`src/fcc_pkg.sv`:
```
// Purpose: Constants for the frame control field codec.
// Assumes: 24-bit control field in header word 2, bits 23..0.
// Notes:   Register offsets are byte addresses on the AXI4-Lite slave.
package fcc_pkg;
    // Field positions within the 24-bit control field
    localparam int B_XCTX   = 23;
    localparam int B_SCTX   = 22;
    localparam int B_FSEQ   = 21;
    localparam int B_LSEQ   = 20;
    localparam int B_ESEQ   = 19;
    localparam int B_PRIO   = 17;
    localparam int B_SINIT  = 16;
    localparam int B_ACKH   = 13;
    localparam int B_ACKL   = 12;
    localparam int B_ABTH   = 5;
    localparam int B_ABTL   = 4;
    localparam int B_RELOFF = 3;
    localparam int B_REASM  = 2;
    localparam int B_FILLH  = 1;
    localparam int B_FILLL  = 0;
    // Bits that must be sent as zero (obsolete 9, 8, 7-6)
    localparam logic [23:0] OBS_MASK = 24'h0003C0;
    // Reserved bits 18, 15, 14, 11, 10, 2
    localparam logic [23:0] RSV_MASK = 24'h04CC04;
    // Codes
    localparam logic [1:0] ACK_NONE = 2'h0;
    localparam logic [1:0] ACK_RSV  = 2'h2;
    localparam logic [1:0] ABT_OBS  = 2'h3;
    localparam logic [1:0] POL_INF  = 2'h2;
    // Reject reason codes (values arbitrary-local)
    localparam logic [7:0] RJT_ACKFORM = 8'h01;
    localparam logic [7:0] RJT_ABTOBS  = 8'h02;
    localparam logic [7:0] RJT_INFPOL  = 8'h03;
    localparam logic [7:0] RJT_OBSBIT  = 8'h04;
    // Register byte offsets
    localparam logic [7:0] REG_TXCTL  = 8'h00;
    localparam logic [7:0] REG_TXFLD  = 8'h04;
    localparam logic [7:0] REG_RXFLD  = 8'h08;
    localparam logic [7:0] REG_RXSTAT = 8'h0C;
    localparam logic [1:0] RESP_OKAY   = 2'h0;
    localparam logic [1:0] RESP_SLVERR = 2'h2;
    // TXCTL field positions
    localparam int C_XRESP = 0;
    localparam int C_SRCP  = 1;
    localparam int C_PRIO  = 2;
    localparam int C_ACKL  = 3;
    localparam int C_ABTL  = 5;
    localparam int C_RELO  = 7;
    localparam int C_CLS2  = 8;
    localparam int C_LASTX = 9;
endpackage : fcc_pkg

```
`src/fcc_codec.sv`:
```
// Purpose: Build and check the frame control field of a frame header.
// Assumes: Frame inputs synchronous to CLK; one frame event per cycle.
// Notes:   Sequence state (first/last sequence) tracked per single exchange.
`timescale 1ns/1ps

////////////////////////////////////////////////////////////////////////////////
module fcc_codec
    import fcc_pkg::*;
(
    input  wire logic        CLK,
    input  wire logic        SYS_RST,
    // AXI4-Lite slave
    input  wire logic [7:0]  S_AXI_AWADDR,
    input  wire logic        S_AXI_AWVALID,
    output logic             S_AXI_AWREADY,
    input  wire logic [31:0] S_AXI_WDATA,
    input  wire logic [3:0]  S_AXI_WSTRB,
    input  wire logic        S_AXI_WVALID,
    output logic             S_AXI_WREADY,
    output logic [1:0]       S_AXI_BRESP,
    output logic             S_AXI_BVALID,
    input  wire logic        S_AXI_BREADY,
    input  wire logic [7:0]  S_AXI_ARADDR,
    input  wire logic        S_AXI_ARVALID,
    output logic             S_AXI_ARREADY,
    output logic [31:0]      S_AXI_RDATA,
    output logic [1:0]       S_AXI_RRESP,
    output logic             S_AXI_RVALID,
    input  wire logic        S_AXI_RREADY,
    // Transmit request: one frame header per pulse
    input  wire logic        TX_REQ,
    input  wire logic        TX_IS_DATA,
    input  wire logic        TX_IS_ACK,
    input  wire logic        TX_END_SEQ,
    input  wire logic        TX_NEW_EXCH,
    input  wire logic        TX_NEW_SEQ,
    input  wire logic        TX_XFER_INIT,
    input  wire logic        TX_LAST_EARLY,
    input  wire logic        TX_LC_LAST,
    input  wire logic [1:0]  TX_ABT_CODE,
    input  wire logic [1:0]  TX_FILL,
    output logic [23:0]      TX_FCTL,
    output logic             TX_VALID,
    // Receive header word 2
    input  wire logic        RX_VALID,
    input  wire logic [31:0] RX_WORD2,
    input  wire logic        RX_IS_DATA,
    input  wire logic        RX_IS_ACK,
    input  wire logic        RX_IS_BUSY,
    input  wire logic        RX_FIRST_OF_EXCH,
    output logic             RX_FV,
    output logic             RX_RESPONDER,
    output logic             RX_SRC_RECIP,
    output logic             RX_FIRST_SEQ,
    output logic             RX_LAST_SEQ,
    output logic             RX_END_SEQ,
    output logic             RX_PRIO_SEL,
    output logic             RX_INIT_XFER,
    output logic [1:0]       RX_ACK_FORM,
    output logic [1:0]       RX_ABT_CODE,
    output logic             RX_ABT_VALID,
    output logic             RX_REL_OFF,
    output logic [1:0]       RX_FILL,
    output logic             RX_BUSY_DATA,
    output logic             RX_BUSY_ACK,
    output logic             RJT_REQ,
    output logic [7:0]       RJT_REASON
);

    ////////////////////////////////////////////////////////////////////////////
    // Bus slave state
    logic        awr_q, awr_d, wr_q, wr_d, bv_q, bv_d, arr_q, arr_d, rv_q, rv_d;
    logic [7:0]  awa_q, awa_d;
    logic        awh_q, awh_d, wh_q, wh_d;
    logic [31:0] wdat_q, wdat_d, rdat_q, rdat_d;
    logic [1:0]  bresp_q, bresp_d, rresp_q, rresp_d;
    logic [9:0]  ctl_q, ctl_d;
    logic [23:0] rxf_q, rxf_d;
    logic [7:0]  rjc_q, rjc_d;

    // Transmit sequence state
    logic        first_q, first_d, lastst_q, lastst_d;
    logic [23:0] txf_q, txf_d;
    logic        txv_q, txv_d;

    // Receive output state
    logic        fv_q, fv_d, rsp_q, rsp_d, src_q, src_d, fs_q, fs_d, ls_q, ls_d;
    logic        es_q, es_d, pr_q, pr_d, si_q, si_d, av_q, av_d, ro_q, ro_d;
    logic        bd_q, bd_d, ba_q, ba_d, rj_q, rj_d;
    logic [1:0]  af_q, af_d, ab_q, ab_d, fl_q, fl_d;
    logic [7:0]  rr_q, rr_d;

    // Strobe-merge one byte lane group into a register
    function automatic logic [31:0] merge(input logic [31:0] old, input logic [31:0] nw,
                                          input logic [3:0] st);
        logic [31:0] r;
        r = old;
        for (int i = 0; i < 4; i++) begin
            if (st[i]) begin
                r[i*8 +: 8] = nw[i*8 +: 8];
            end
        end
        return r;
    endfunction : merge

    ////////////////////////////////////////////////////////////////////////////
    // AXI4-Lite next state; address and data taken in either order
    // Unstrobed lanes take the live control bits, so the commit is a plain copy
    always_comb begin
        awr_d = awr_q; wr_d = wr_q; bv_d = bv_q; arr_d = arr_q; rv_d = rv_q;
        awa_d = awa_q; awh_d = awh_q; wh_d = wh_q;
        wdat_d = wdat_q; rdat_d = rdat_q; bresp_d = bresp_q; rresp_d = rresp_q;
        ctl_d = ctl_q;
        awr_d = !awh_q && !bv_q;
        wr_d  = !wh_q && !bv_q;
        if (S_AXI_AWVALID && awr_q) begin
            awh_d = 1'b1;
            awa_d = S_AXI_AWADDR;
            awr_d = 1'b0;
        end
        if (S_AXI_WVALID && wr_q) begin
            wh_d   = 1'b1;
            // Safe: control cannot change again before this write commits
            wdat_d = merge({22'h000000, ctl_q}, S_AXI_WDATA, S_AXI_WSTRB);
            wr_d   = 1'b0;
        end
        // Both halves held: commit and answer
        if (awh_q && wh_q && !bv_q) begin
            awh_d = 1'b0;
            wh_d  = 1'b0;
            bv_d  = 1'b1;
            // Only the control word is writable; read-only offsets still answer OKAY
            if (awa_q[7:2] == REG_TXCTL[7:2]) begin
                ctl_d   = wdat_q[9:0];
                bresp_d = RESP_OKAY;
            end else if (awa_q[7:2] == REG_TXFLD[7:2] || awa_q[7:2] == REG_RXFLD[7:2]
                         || awa_q[7:2] == REG_RXSTAT[7:2]) begin
                bresp_d = RESP_OKAY;
            end else begin
                bresp_d = RESP_SLVERR;
            end
        end
        if (bv_q && S_AXI_BREADY) begin
            bv_d = 1'b0;
        end
        arr_d = !rv_q;
        if (S_AXI_ARVALID && arr_q) begin
            arr_d   = 1'b0;
            rv_d    = 1'b1;
            rresp_d = RESP_OKAY;
            if (S_AXI_ARADDR[7:2] == REG_TXCTL[7:2]) begin
                rdat_d = {22'h000000, ctl_q};
            end else if (S_AXI_ARADDR[7:2] == REG_TXFLD[7:2]) begin
                rdat_d = {8'h00, txf_q};
            end else if (S_AXI_ARADDR[7:2] == REG_RXFLD[7:2]) begin
                rdat_d = {8'h00, rxf_q};
            end else if (S_AXI_ARADDR[7:2] == REG_RXSTAT[7:2]) begin
                rdat_d = {24'h000000, rjc_q};
            end else begin
                rdat_d  = 32'h00000000;
                rresp_d = RESP_SLVERR;
            end
        end
        if (rv_q && S_AXI_RREADY) begin
            rv_d = 1'b0;
        end
    end

    ////////////////////////////////////////////////////////////////////////////
    // Transmit builder
    logic [23:0] f;
    logic        lseq;
    always_comb begin
        first_d  = first_q;
        lastst_d = lastst_q;
        txv_d    = TX_REQ;
        txf_d    = txf_q;
        f        = 24'h000000;
        lseq     = 1'b0;
        if (TX_REQ) begin
            f[B_XCTX] = ctl_q[C_XRESP];
            f[B_SCTX] = ctl_q[C_SRCP];
            // First sequence flag clears once the exchange moves on
            f[B_FSEQ] = TX_NEW_EXCH || (first_q && !TX_NEW_SEQ);
            if (TX_IS_DATA) begin
                // Sticky once raised within the last sequence
                lseq = ctl_q[C_LASTX] && (TX_LAST_EARLY || TX_END_SEQ
                        || (lastst_q && !TX_NEW_SEQ && !TX_NEW_EXCH));
                f[B_ESEQ] = TX_END_SEQ;
                // Initiative transfer only on final frame
                f[B_SINIT] = TX_XFER_INIT && TX_END_SEQ;
                f[B_ACKH]  = ctl_q[C_ACKL+1] && ctl_q[C_CLS2];
                f[B_ACKL]  = (ctl_q[C_ACKL+1] || ctl_q[C_ACKL]) && ctl_q[C_CLS2];
                if (TX_NEW_EXCH) begin
                    f[B_ABTH:B_ABTL] = (ctl_q[C_ABTL+:2] == ABT_OBS) ? 2'h0
                                       : ctl_q[C_ABTL+:2];
                end
                f[B_RELOFF] = ctl_q[C_RELO];
                f[B_FILLH:B_FILLL] = TX_FILL;
                lastst_d = lseq && !TX_END_SEQ;
            end else begin
                // Link control echoes answered frame's bit
                lseq = TX_LC_LAST;
                f[B_ESEQ] = TX_END_SEQ && TX_IS_ACK;
                if (TX_IS_ACK) begin
                    f[B_ABTH:B_ABTL] = (TX_ABT_CODE == ABT_OBS) ? 2'h0 : TX_ABT_CODE;
                    f[B_SINIT] = TX_XFER_INIT && TX_END_SEQ;
                end
            end
            f[B_LSEQ] = lseq;
            f[B_PRIO] = ctl_q[C_PRIO];
            f = f & ~OBS_MASK & ~RSV_MASK;
            txf_d   = f;
            first_d = f[B_FSEQ];
        end
    end

    ////////////////////////////////////////////////////////////////////////////
    // Receive decoder: fields qualified by the conditions that give them meaning
    logic [23:0] g;
    logic        c2, bad;
    logic [7:0]  why;
    always_comb begin
        g   = RX_WORD2[23:0];
        c2  = ctl_q[C_CLS2];
        bad = 1'b0;
        why = 8'h00;
        fv_d = RX_VALID;
        rsp_d = g[B_XCTX];
        src_d = g[B_SCTX];
        fs_d  = g[B_FSEQ];
        ls_d  = g[B_LSEQ];
        es_d  = g[B_ESEQ] && (RX_IS_DATA || RX_IS_ACK);
        pr_d  = g[B_PRIO];
        si_d  = g[B_SINIT] && g[B_ESEQ];
        af_d  = (RX_IS_DATA && c2) ? g[B_ACKH:B_ACKL] : ACK_NONE;
        // Abort bits count only on ACKs or an exchange's first data frame
        av_d  = RX_IS_ACK || (RX_IS_DATA && RX_FIRST_OF_EXCH);
        ab_d  = av_d ? g[B_ABTH:B_ABTL] : 2'h0;
        ro_d  = g[B_RELOFF];
        fl_d  = RX_IS_DATA ? g[B_FILLH:B_FILLL] : 2'h0;
        // Busy answers our data frame if we initiated, our ACK if recipient
        bd_d  = RX_VALID && RX_IS_BUSY && c2 && !g[B_SCTX];
        ba_d  = RX_VALID && RX_IS_BUSY && c2 && g[B_SCTX];
        if (RX_IS_DATA && g[B_ACKH:B_ACKL] == ACK_RSV) begin
            bad = 1'b1;
            why = RJT_ACKFORM;
        end else if (av_d && g[B_ABTH:B_ABTL] == ABT_OBS) begin
            bad = 1'b1;
            why = RJT_ABTOBS;
        end else if (RX_IS_DATA && RX_FIRST_OF_EXCH && g[B_ABTH:B_ABTL] == POL_INF) begin
            bad = 1'b1;
            why = RJT_INFPOL;                  // Infinite buffers not allowed in Class 2
        end else if ((g & OBS_MASK) != 24'h000000) begin
            bad = 1'b1;
            why = RJT_OBSBIT;
        end
        rj_d  = RX_VALID && c2 && bad;
        rr_d  = (RX_VALID && c2 && bad) ? why : 8'h00;
        rxf_d = RX_VALID ? g : rxf_q;
        rjc_d = (RX_VALID && c2 && bad) ? why : rjc_q;
    end

    ////////////////////////////////////////////////////////////////////////////
    // Registers
    always_ff @(posedge CLK) begin
        if (SYS_RST) begin
            awr_q <= 1'b0; wr_q <= 1'b0; bv_q <= 1'b0; arr_q <= 1'b0; rv_q <= 1'b0;
            awa_q <= 8'h00; awh_q <= 1'b0; wh_q <= 1'b0;
            wdat_q <= 32'h00000000; rdat_q <= 32'h00000000;
            bresp_q <= 2'h0; rresp_q <= 2'h0; ctl_q <= 10'h000;
            rxf_q <= 24'h000000; rjc_q <= 8'h00;
            first_q <= 1'b0; lastst_q <= 1'b0; txf_q <= 24'h000000; txv_q <= 1'b0;
            fv_q <= 1'b0; rsp_q <= 1'b0; src_q <= 1'b0; fs_q <= 1'b0; ls_q <= 1'b0;
            es_q <= 1'b0; pr_q <= 1'b0; si_q <= 1'b0; av_q <= 1'b0; ro_q <= 1'b0;
            bd_q <= 1'b0; ba_q <= 1'b0; rj_q <= 1'b0;
            af_q <= 2'h0; ab_q <= 2'h0; fl_q <= 2'h0; rr_q <= 8'h00;
        end else begin
            awr_q <= awr_d; wr_q <= wr_d; bv_q <= bv_d; arr_q <= arr_d; rv_q <= rv_d;
            awa_q <= awa_d; awh_q <= awh_d; wh_q <= wh_d;
            wdat_q <= wdat_d; rdat_q <= rdat_d;
            bresp_q <= bresp_d; rresp_q <= rresp_d; ctl_q <= ctl_d;
            rxf_q <= rxf_d; rjc_q <= rjc_d;
            first_q <= first_d; lastst_q <= lastst_d; txf_q <= txf_d; txv_q <= txv_d;
            fv_q <= fv_d; rsp_q <= rsp_d; src_q <= src_d; fs_q <= fs_d; ls_q <= ls_d;
            es_q <= es_d; pr_q <= pr_d; si_q <= si_d; av_q <= av_d; ro_q <= ro_d;
            bd_q <= bd_d; ba_q <= ba_d; rj_q <= rj_d;
            af_q <= af_d; ab_q <= ab_d; fl_q <= fl_d; rr_q <= rr_d;
        end
    end

    ////////////////////////////////////////////////////////////////////////////
    // Outputs straight from flip-flops
    assign S_AXI_AWREADY = awr_q;
    assign S_AXI_WREADY  = wr_q;
    assign S_AXI_BVALID  = bv_q;
    assign S_AXI_BRESP   = bresp_q;
    assign S_AXI_ARREADY = arr_q;
    assign S_AXI_RVALID  = rv_q;
    assign S_AXI_RDATA   = rdat_q;
    assign S_AXI_RRESP   = rresp_q;
    assign TX_FCTL       = txf_q;
    assign TX_VALID      = txv_q;
    assign RX_FV         = fv_q;
    assign RX_RESPONDER  = rsp_q;
    assign RX_SRC_RECIP  = src_q;
    assign RX_FIRST_SEQ  = fs_q;
    assign RX_LAST_SEQ   = ls_q;
    assign RX_END_SEQ    = es_q;
    assign RX_PRIO_SEL   = pr_q;
    assign RX_INIT_XFER  = si_q;
    assign RX_ACK_FORM   = af_q;
    assign RX_ABT_CODE   = ab_q;
    assign RX_ABT_VALID  = av_q;
    assign RX_REL_OFF    = ro_q;
    assign RX_FILL       = fl_q;
    assign RX_BUSY_DATA  = bd_q;
    assign RX_BUSY_ACK   = ba_q;
    assign RJT_REQ       = rj_q;
    assign RJT_REASON    = rr_q;

    ////////////////////////////////////////////////////////////////////////////
    // Checks
    AST_OBS_ZERO: assert property (@(posedge CLK) disable iff (SYS_RST)
        TX_VALID |-> (TX_FCTL & OBS_MASK) == 24'h000000)
        else $error("obsolete bit sent");
    AST_ACK_RSV: assert property (@(posedge CLK) disable iff (SYS_RST)
        TX_VALID |-> TX_FCTL[B_ACKH:B_ACKL] != ACK_RSV)
        else $error("reserved ack form sent");
    AST_SINIT: assert property (@(posedge CLK) disable iff (SYS_RST)
        TX_VALID && TX_FCTL[B_SINIT] |-> TX_FCTL[B_ESEQ])
        else $error("initiative without end of sequence");
    AST_XCTX: assert property (@(posedge CLK) disable iff (SYS_RST)
        TX_REQ |=> TX_FCTL[B_XCTX] == $past(ctl_q[C_XRESP]))
        else $error("exchange context wrong");
    AST_ESEQ: assert property (@(posedge CLK) disable iff (SYS_RST)
        TX_REQ && TX_IS_DATA |=> TX_FCTL[B_ESEQ] == $past(TX_END_SEQ))
        else $error("end of sequence wrong");
    AST_LC_LAST: assert property (@(posedge CLK) disable iff (SYS_RST)
        TX_REQ && !TX_IS_DATA |=> TX_FCTL[B_LSEQ] == $past(TX_LC_LAST))
        else $error("link control last bit not copied");
    AST_REJECT: assert property (@(posedge CLK) disable iff (SYS_RST)
        RX_VALID && ctl_q[C_CLS2] && RX_IS_DATA && RX_WORD2[13:12] == ACK_RSV
        |=> RJT_REQ && RJT_REASON == RJT_ACKFORM)
        else $error("reject not raised");
    AST_BUSY: assert property (@(posedge CLK) disable iff (SYS_RST)
        !(RX_BUSY_DATA && RX_BUSY_ACK))
        else $error("busy routed both ways");
    AST_RX_FV: assert property (@(posedge CLK) disable iff (SYS_RST)
        RX_VALID |=> RX_FV && RX_FILL == ($past(RX_IS_DATA) ? $past(RX_WORD2[1:0]) : 2'h0))
        else $error("fill bytes not presented");

endmodule : fcc_codec

```
`config.mk`:
```
export PLATFORM = sky130hd
export DESIGN_NAME = fcc_codec
export DESIGN_NICKNAME = d
export VERILOG_FILES = /design/src/fcc_pkg.sv /design/src/fcc_codec.sv
export SDC_FILE = /design/constraint.sdc
export NUM_CORES = 1
export LEC_CHECK = 0
export ABC_CLOCK_PERIOD_IN_PS = 1820
export BUFFER_PORTS_ARGS = -buffer_cell sky130_fd_sc_hd__buf_2
export CAP_MARGIN = 20
export CORE_MARGIN = 2
export CORE_UTILIZATION = 48
export DETAILED_ROUTE_END_ITERATION = 6
export PLACE_DENSITY = 0.8
export RECOVER_POWER = 50
export SLEW_MARGIN = 20
export SYNTH_ARGS = -nofsm -noshare
export SYNTH_HDL_FRONTEND = slang
export SYNTH_SLANG_ARGS = --single-unit
```
`constraint.sdc`:
```
create_clock -name CLK -period 1.82 [get_ports CLK]
set_input_delay 0.364 -clock CLK [delete_from_list [all_inputs] [get_ports CLK]]
set_output_delay 0.364 -clock CLK [all_outputs]
set_load 0.05 [all_outputs]
```
==> results of run 1 <==
worst max-delay path by stage:
stage	startpoint	end	slack (ps)	depth (start not counted)
global route	S_AXI_ARREADY	S_AXI_RDATA[22]	120	5
global placement	S_AXI_ARADDR[7]	S_AXI_RDATA[4]	8	5
floorplan	S_AXI_BVALID	ctl_q[5]	180	5
finish	TX_FCTL[13]	TX_FCTL[13]	230	1
CTS	TX_FCTL[13]	TX_FCTL[13]	230	1
detailed placement	S_AXI_ARADDR[7]	S_AXI_RDATA[5]	-30	5
worst reg2reg max path, stage by stage (launching register included):
cell and delay [ps]:
sky130_fd_sc_hd__dfxtp_1 340, sky130_fd_sc_hd__nand2_1 190, sky130_fd_sc_hd__nor2_1 200, sky130_fd_sc_hd__clkbuf_1 450
sky130_fd_sc_hd__a22oi_1 170, sky130_fd_sc_hd__nor2_1 120
power breakdown:
group / internal [mW] / switching (mW) / leakage (nW)
combinational: 0.230 / 0.541 / 1.59
clock: 2.37 / 1.22 / 0.305
sequential: 2.82 / 0.0570 / 1.01
total: 5.42 / 1.82 / 2.91
final cells by class:
| type | instances | area, um2 |
|---|---|---|
| fillers | 834 | 3540 |
| flip-flops and latches | 124 | 2480 |
| multi-input cells | 351 | 2140 |
| repair buffers | 156 | 832 |
| clock buffers | 18 | 418 |
| clock inverters | 14 | 219 |
| well taps | 133 | 166 |
| inverters | 6 | 22.5 |
layout by cell type (no fill, tap or decap), types with 4 or more instances in the layout:
master | Yosys | routed
sky130_fd_sc_hd__a211oi_1 | 12 | 12
sky130_fd_sc_hd__a21oi_1 | 27 | 27
sky130_fd_sc_hd__a221oi_1 | 6 | 6
sky130_fd_sc_hd__a22o_1 | 12 | 12
sky130_fd_sc_hd__a22oi_1 | 11 | 11
sky130_fd_sc_hd__a311oi_1 | 4 | 4
sky130_fd_sc_hd__and2_0 | 1 | 4
sky130_fd_sc_hd__buf_2 | 7 | 138
sky130_fd_sc_hd__buf_4 | 27 | 10
sky130_fd_sc_hd__bufinv_16 | 0 | 5
sky130_fd_sc_hd__clkbuf_1 | 27 | 4
sky130_fd_sc_hd__clkbuf_16 | 0 | 16
sky130_fd_sc_hd__clkinv_4 | 0 | 4
sky130_fd_sc_hd__conb_1 | 1 | 25
sky130_fd_sc_hd__dfxtp_1 | 124 | 124
sky130_fd_sc_hd__inv_1 | 6 | 6
sky130_fd_sc_hd__mux2i_1 | 50 | 50
sky130_fd_sc_hd__nand2_1 | 27 | 27
sky130_fd_sc_hd__nand2b_1 | 9 | 9
sky130_fd_sc_hd__nand3_1 | 13 | 13
sky130_fd_sc_hd__nor2_1 | 84 | 84
sky130_fd_sc_hd__nor2b_1 | 14 | 14
sky130_fd_sc_hd__nor3_1 | 12 | 12
sky130_fd_sc_hd__nor4_1 | 5 | 5
sequential cells by signal (all words and copies together) (netlist names), 2 cells and up:
signal	count
S_AXI_RDATA	24
rxf_q	24
TX_FCTL	14
ctl_q	10
wdat_q	10
awa_q	6
RJT_REASON	3
rjc_q	3
RX_ABT_CODE	2
RX_ACK_FORM	2
RX_FILL	2
stage by stage:
stage	area [um2]	instances
floorplan	4980	543
global placement	5660	770
detailed placement	5660	770
CTS	6290	802
global route	6280	802
finish	6280	802
kinds of logic (layout without fill, tap and decap cells):
family | Yosys count | in the layout | synth area share
simple gates | 188 | 188 | 0.186
flops | 124 | 124 | 0.507
compound gates | 85 | 85 | 0.122
mux | 53 | 53 | 0.109
buf+inv | 68 | 194 | 0.0746
other cells | 1 | 25 | 0.000766
layer usage:
metal	GRT usage	share of wire	vias to the layer above
li1	-	-	2037
met1	0.279	0.43	1978
met2	0.379	0.49	165
met3	0.0512	0.065	19
met4	0.0752	0.015	0
met5	0	0	-
==> metrics.txt, run 1 <==
clock tree from TritonCTS yes; final-stage net count 765; FP Rows 36; total routing resource utilization after global routing 0.223; max-slew violation count 0; sequential element share of the synthesized area 0.507; cell type with the largest total area after synthesis sky130_fd_sc_hd__dfxtp_1; core outline area 0.00982 mm2; reg2reg path depth 5; highest attainable clock frequency 0.629 GHz; number of storage elements in the synthesis netlist 124; class of the most critical setup path reg2out; Total Routed Length 12.2 mm; RR Startpoint S_AXI_ARREADY; worst vdd ir 0.582 mV; hold path startpoint RX_WORD2[22]; final antenna diode count 0; Layout Skew 10.3 ps; delay contributed by the slowest stage of the critical path 420 ps; antenna violations before repair 0; Synth area leaders sky130_fd_sc_hd__dfxtp_1 51%, sky130_fd_sc_hd__mux2i_1 10%, sky130_fd_sc_hd__nor2_1 6.4%; TritonCTS buffer count 17; endpoint of the worst hold-timing path RX_BUSY_DATA; Pwr Density 1150 mW/mm2; sinks on the clock net 124; leakage power of the design 2.91 nW; count of buffers added by post-CTS timing repair for setup 0; total power 7.24 mW; drc violations 0; setup repair after global routing missed its margin no; Boundary Pins 202; overflow left after global routing 0; Clock H-tree levels 4; cells traversed along the worst timing path buf_2; count of max-cap constraint violations 0; instance count along the most critical hold path 2; CP Capture Type output pin; Worst EP required 1460 ps; Hold Vio Cnt, Final 0; cell family with most CP delay flip-flops; die height 105 um; die boundary width 105 um; final period utilization 0.874; global-route wire length before repair 19.6 mm; synthesized instance count 519; Root Buffer sky130_fd_sc_hd__clkbuf_8; count of antenna-violating nets left after detailed routing 0; endpoint arrival time on the critical path 1230 ps; Max FO, Critical Path 3; worst-case clock buffer depth 2; fraction of post-synthesis cell area in the top cell type by area 0.507; minimum clock period after layout 1590 ps; flip-flop cell with the highest count after synthesis sky130_fd_sc_hd__dfxtp_1; slack of the critical path 230 ps; Max transition margin 0.144; CTS Hold Bufs 0; setup slack at placement -27.1 ps; most used standard cell by instance count after synthesis sky130_fd_sc_hd__dfxtp_1; startpoint kind of the worst setup timing path flop; share of the core filled with cells 0.639; reg2reg setup slack 260 ps; count of TritonRoute iterations in the first routing pass 5; routed vias 4,199; via count of the first global-routing pass 4,034; critical register-to-register path endpoint S_AXI_RDATA[22]; Post-Syn Area per Cell 9.43 um2; Vias/cell 5.24; maximum number of pins on one net before global-route repair 65; P&R area growth vs syn 28.2%; number of resized instances in the post-cts repair step 0; Least-Margin Pin Slew 1280 ps; number of warning messages in the yosys log 0; most used standard cells in the synthesized netlist 124 x sky130_fd_sc_hd__dfxtp_1, 84 x sky130_fd_sc_hd__nor2_1, 50 x sky130_fd_sc_hd__mux2i_1; HPWL after detailed placement 8.65 mm; Iter 0 DRT Violations 243; die area 0.0110 mm2; Distinct cells, synth 44; Final Setup Violations 0; Clock Latency Late Sink 510 ps; share of post-route cells with drive strength above 1 0.284; worst-path cell with the longest stage delay sky130_fd_sc_hd__dfxtp_1; initial standard-cell utilization of the core 0.498; final weighted congestion of routability-driven global placement 0.773; outcome finished clean; asr flop ratio synth 0; worst hold margin 55.3 ps; Post-Syn Area 0.00489 mm2; Setup Total Neg Slack 0 ps; Buf/Inv on CP 1; Clock transition at path regs 60 ps; number of synthesized flops with an enable pin 0; number of buffers added on ports 140; drt wl/cell 15.2 um; Min-Delay Path Class in2reg
(Power assumes the default switching activity.)
==> run 2, diff against run 1 <==
--- a/config.mk
+++ b/config.mk
@@ -5,7 +5,7 @@
 export SDC_FILE = /design/constraint.sdc
 export NUM_CORES = 1
 export LEC_CHECK = 0
-export ABC_CLOCK_PERIOD_IN_PS = 1820
+export ABC_CLOCK_PERIOD_IN_PS = 1800
 export BUFFER_PORTS_ARGS = -buffer_cell sky130_fd_sc_hd__buf_2
 export CAP_MARGIN = 20
 export CORE_MARGIN = 2
@@ -13,6 +13,7 @@
 export DETAILED_ROUTE_END_ITERATION = 6
 export PLACE_DENSITY = 0.8
 export RECOVER_POWER = 50
+export REMOVE_ABC_BUFFERS = 1
 export SLEW_MARGIN = 20
 export SYNTH_ARGS = -nofsm -noshare
 export SYNTH_HDL_FRONTEND = slang
==> constraint.sdc (replaced) <==
create_clock -name CLK -period 1.8 [get_ports CLK]
set_input_delay 0.36 -clock CLK [delete_from_list [all_inputs] [get_ports CLK]]
set_output_delay 0.36 -clock CLK [all_outputs]
set_load 0.05 [all_outputs]
==> run 2 against run 1 <==
Combinational power rose by 2%; sequential share of layout area rose by 0.49 points; clock-buffer cell count rose by 1; global-route usage rose by 0.68 points; die area did not move; via count rose by 0.62%; clock power fell by 5%; critical path type unchanged; largest power group unchanged; highest routed layer unchanged.
==> metrics.txt, run 2 (synthesized netlist as in run 1, its figures left out) <==
outcome finished clean; die height 105 um (unchanged); drt wl/cell 15.7 um (+3.4%); antenna violations before repair 0 (unchanged); Least-Margin Pin Slew 1290 ps (+0.477 ps); startpoint kind of the worst setup timing path flop; worst vdd ir 0.588 mV (+0.98%); CP Capture Type output pin; die area 0.0110 mm2 (unchanged); Clock transition at path regs 60 ps (about the same); final antenna diode count 0 (unchanged); CTS Hold Bufs 0 (unchanged); HPWL after detailed placement 9.06 mm (+4.8%); worst hold margin 46.7 ps (-8.62 ps); Total Routed Length 12.6 mm (+3.7%); Clock H-tree levels 4 (unchanged); Pwr Density 1140 mW/mm2 (-0.76%); overflow left after global routing 0 (unchanged); Hold Vio Cnt, Final 0 (unchanged); core outline area 0.00982 mm2 (unchanged); count of antenna-violating nets left after detailed routing 0 (unchanged); Layout Skew 6.74 ps (-3.55 ps); TritonCTS buffer count 17 (unchanged); Iter 0 DRT Violations 245 (+0.82%); setup repair after global routing missed its margin no; clock tree from TritonCTS yes; Buf/Inv on CP 1 (unchanged); endpoint arrival time on the critical path 1200 ps (-30 ps); final-stage net count 767 (+0.26%); top library cells by usage in the layout, fill and taps aside 137 x sky130_fd_sc_hd__buf_2, 124 x sky130_fd_sc_hd__dfxtp_1, 84 x sky130_fd_sc_hd__nor2_1; final period utilization 0.867; max-slew violation count 0 (unchanged); leakage power of the design 2.87 nW (-1.3%); FP Rows 36 (unchanged); class of the most critical setup path reg2out; Setup Total Neg Slack 0 ps (unchanged); Clock Latency Late Sink 510 ps (about the same); total routing resource utilization after global routing 0.230 (+0.00681); Worst EP required 1440 ps (-20 ps); via count of the first global-routing pass 4,085 (+1.3%); initial standard-cell utilization of the core 0.498 (unchanged); Final Setup Violations 0 (unchanged); minimum clock period after layout 1560 ps; count of max-cap constraint violations 0 (unchanged); drc violations 0 (unchanged); share of post-route cells with drive strength above 1 0.276 (-0.00830); die boundary width 105 um (unchanged); sinks on the clock net 124 (unchanged); routed vias 4,225 (+0.62%); maximum number of pins on one net before global-route repair 49 (-25%); Max transition margin 0.143 (-0.000318); number of resized instances in the post-cts repair step 0 (unchanged); worst-path cell with the longest stage delay sky130_fd_sc_hd__dfxtp_1; count of buffers added by post-CTS timing repair for setup 0 (unchanged); most common cell after layout, fill and taps aside sky130_fd_sc_hd__buf_2; cells traversed along the worst timing path buf_2; count of TritonRoute iterations in the first routing pass 5 (unchanged); P&R area growth vs syn 26.7%; Boundary Pins 202 (unchanged); Root Buffer sky130_fd_sc_hd__clkbuf_8; highest attainable clock frequency 0.641 GHz; cell family with most CP delay flip-flops; Min-Delay Path Class in2reg; worst-case clock buffer depth 2 (unchanged); Vias/cell 5.25 (+0.37%); Max FO, Critical Path 6 (+3); global-route wire length before repair 20.0 mm (+2.1%); final weighted congestion of routability-driven global placement 0.867 (+12%); number of buffers added on ports 140 (unchanged); delay contributed by the slowest stage of the critical path 400 ps (-20 ps)
run 2: cell count changes in the layout (fill, tap and decap cells not counted), moves of 2 or more:
cell / before / now
sky130_fd_sc_hd__clkbuf_1: 4 / 10
sky130_fd_sc_hd__buf_12: 2 / 0
sky130_fd_sc_hd__bufinv_16: 5 / 3
sky130_fd_sc_hd__clkbuf_2: 3 / 1
sky130_fd_sc_hd__inv_6: 1 / 3
run 2: path summary, 6_finish.rpt:
| check | start | to | slack, ps | cells past startpoint |
|---|---|---|---|---|
| min | RX_WORD2[22] | RX_BUSY_DATA | 50 | 2 |
| min reg2reg | S_AXI_RDATA[11] | S_AXI_RDATA[11] | 450 | 2 |
| max | S_AXI_BVALID | S_AXI_BVALID | 240 | 1 |
| max reg2reg | S_AXI_ARREADY | S_AXI_RVALID | 320 | 4 |
run 2: final cells by class:
type | count | area [um2]
well taps | 133 | 166
fillers | 848 | 3620
flip-flops and latches | 124 | 2480
repair buffers | 158 | 807
inverters | 6 | 22.5
multi-input cells | 351 | 2120
clock inverters | 13 | 165
clock buffers | 19 | 432
run 2: metrics by stage:
step	setup slack, ps	utilization	instance area (um2)	power [mW]	std cells
finish	240	0.631	6200	7.09	804
detailed placement	-360	0.576	5660	3.75	772
floorplan	-339	-	4640	3.45	481
CTS	118	0.637	6260	7.15	804
global route	158	0.631	6200	7.34	804
global placement	-276	0.576	5660	3.73	772
run 2: report_power, final:
group / switching, mW / total (mW) / internal, mW
clock: 1.24 / 3.40 / 2.16
sequential: 0.0570 / 2.91 / 2.85
combinational: 0.558 / 0.784 / 0.226
total: 1.86 / 7.09 / 5.23
run 2: metal layers:
layer  routed length (um)  vias to the layer above  GRT usage
met5                    0                        -          0
met4                  310                        0     0.0990
met3                  879                       22     0.0611
met2                 6050                      171      0.377
met1                 5360                     1994      0.285
li1                     -                     2038          -
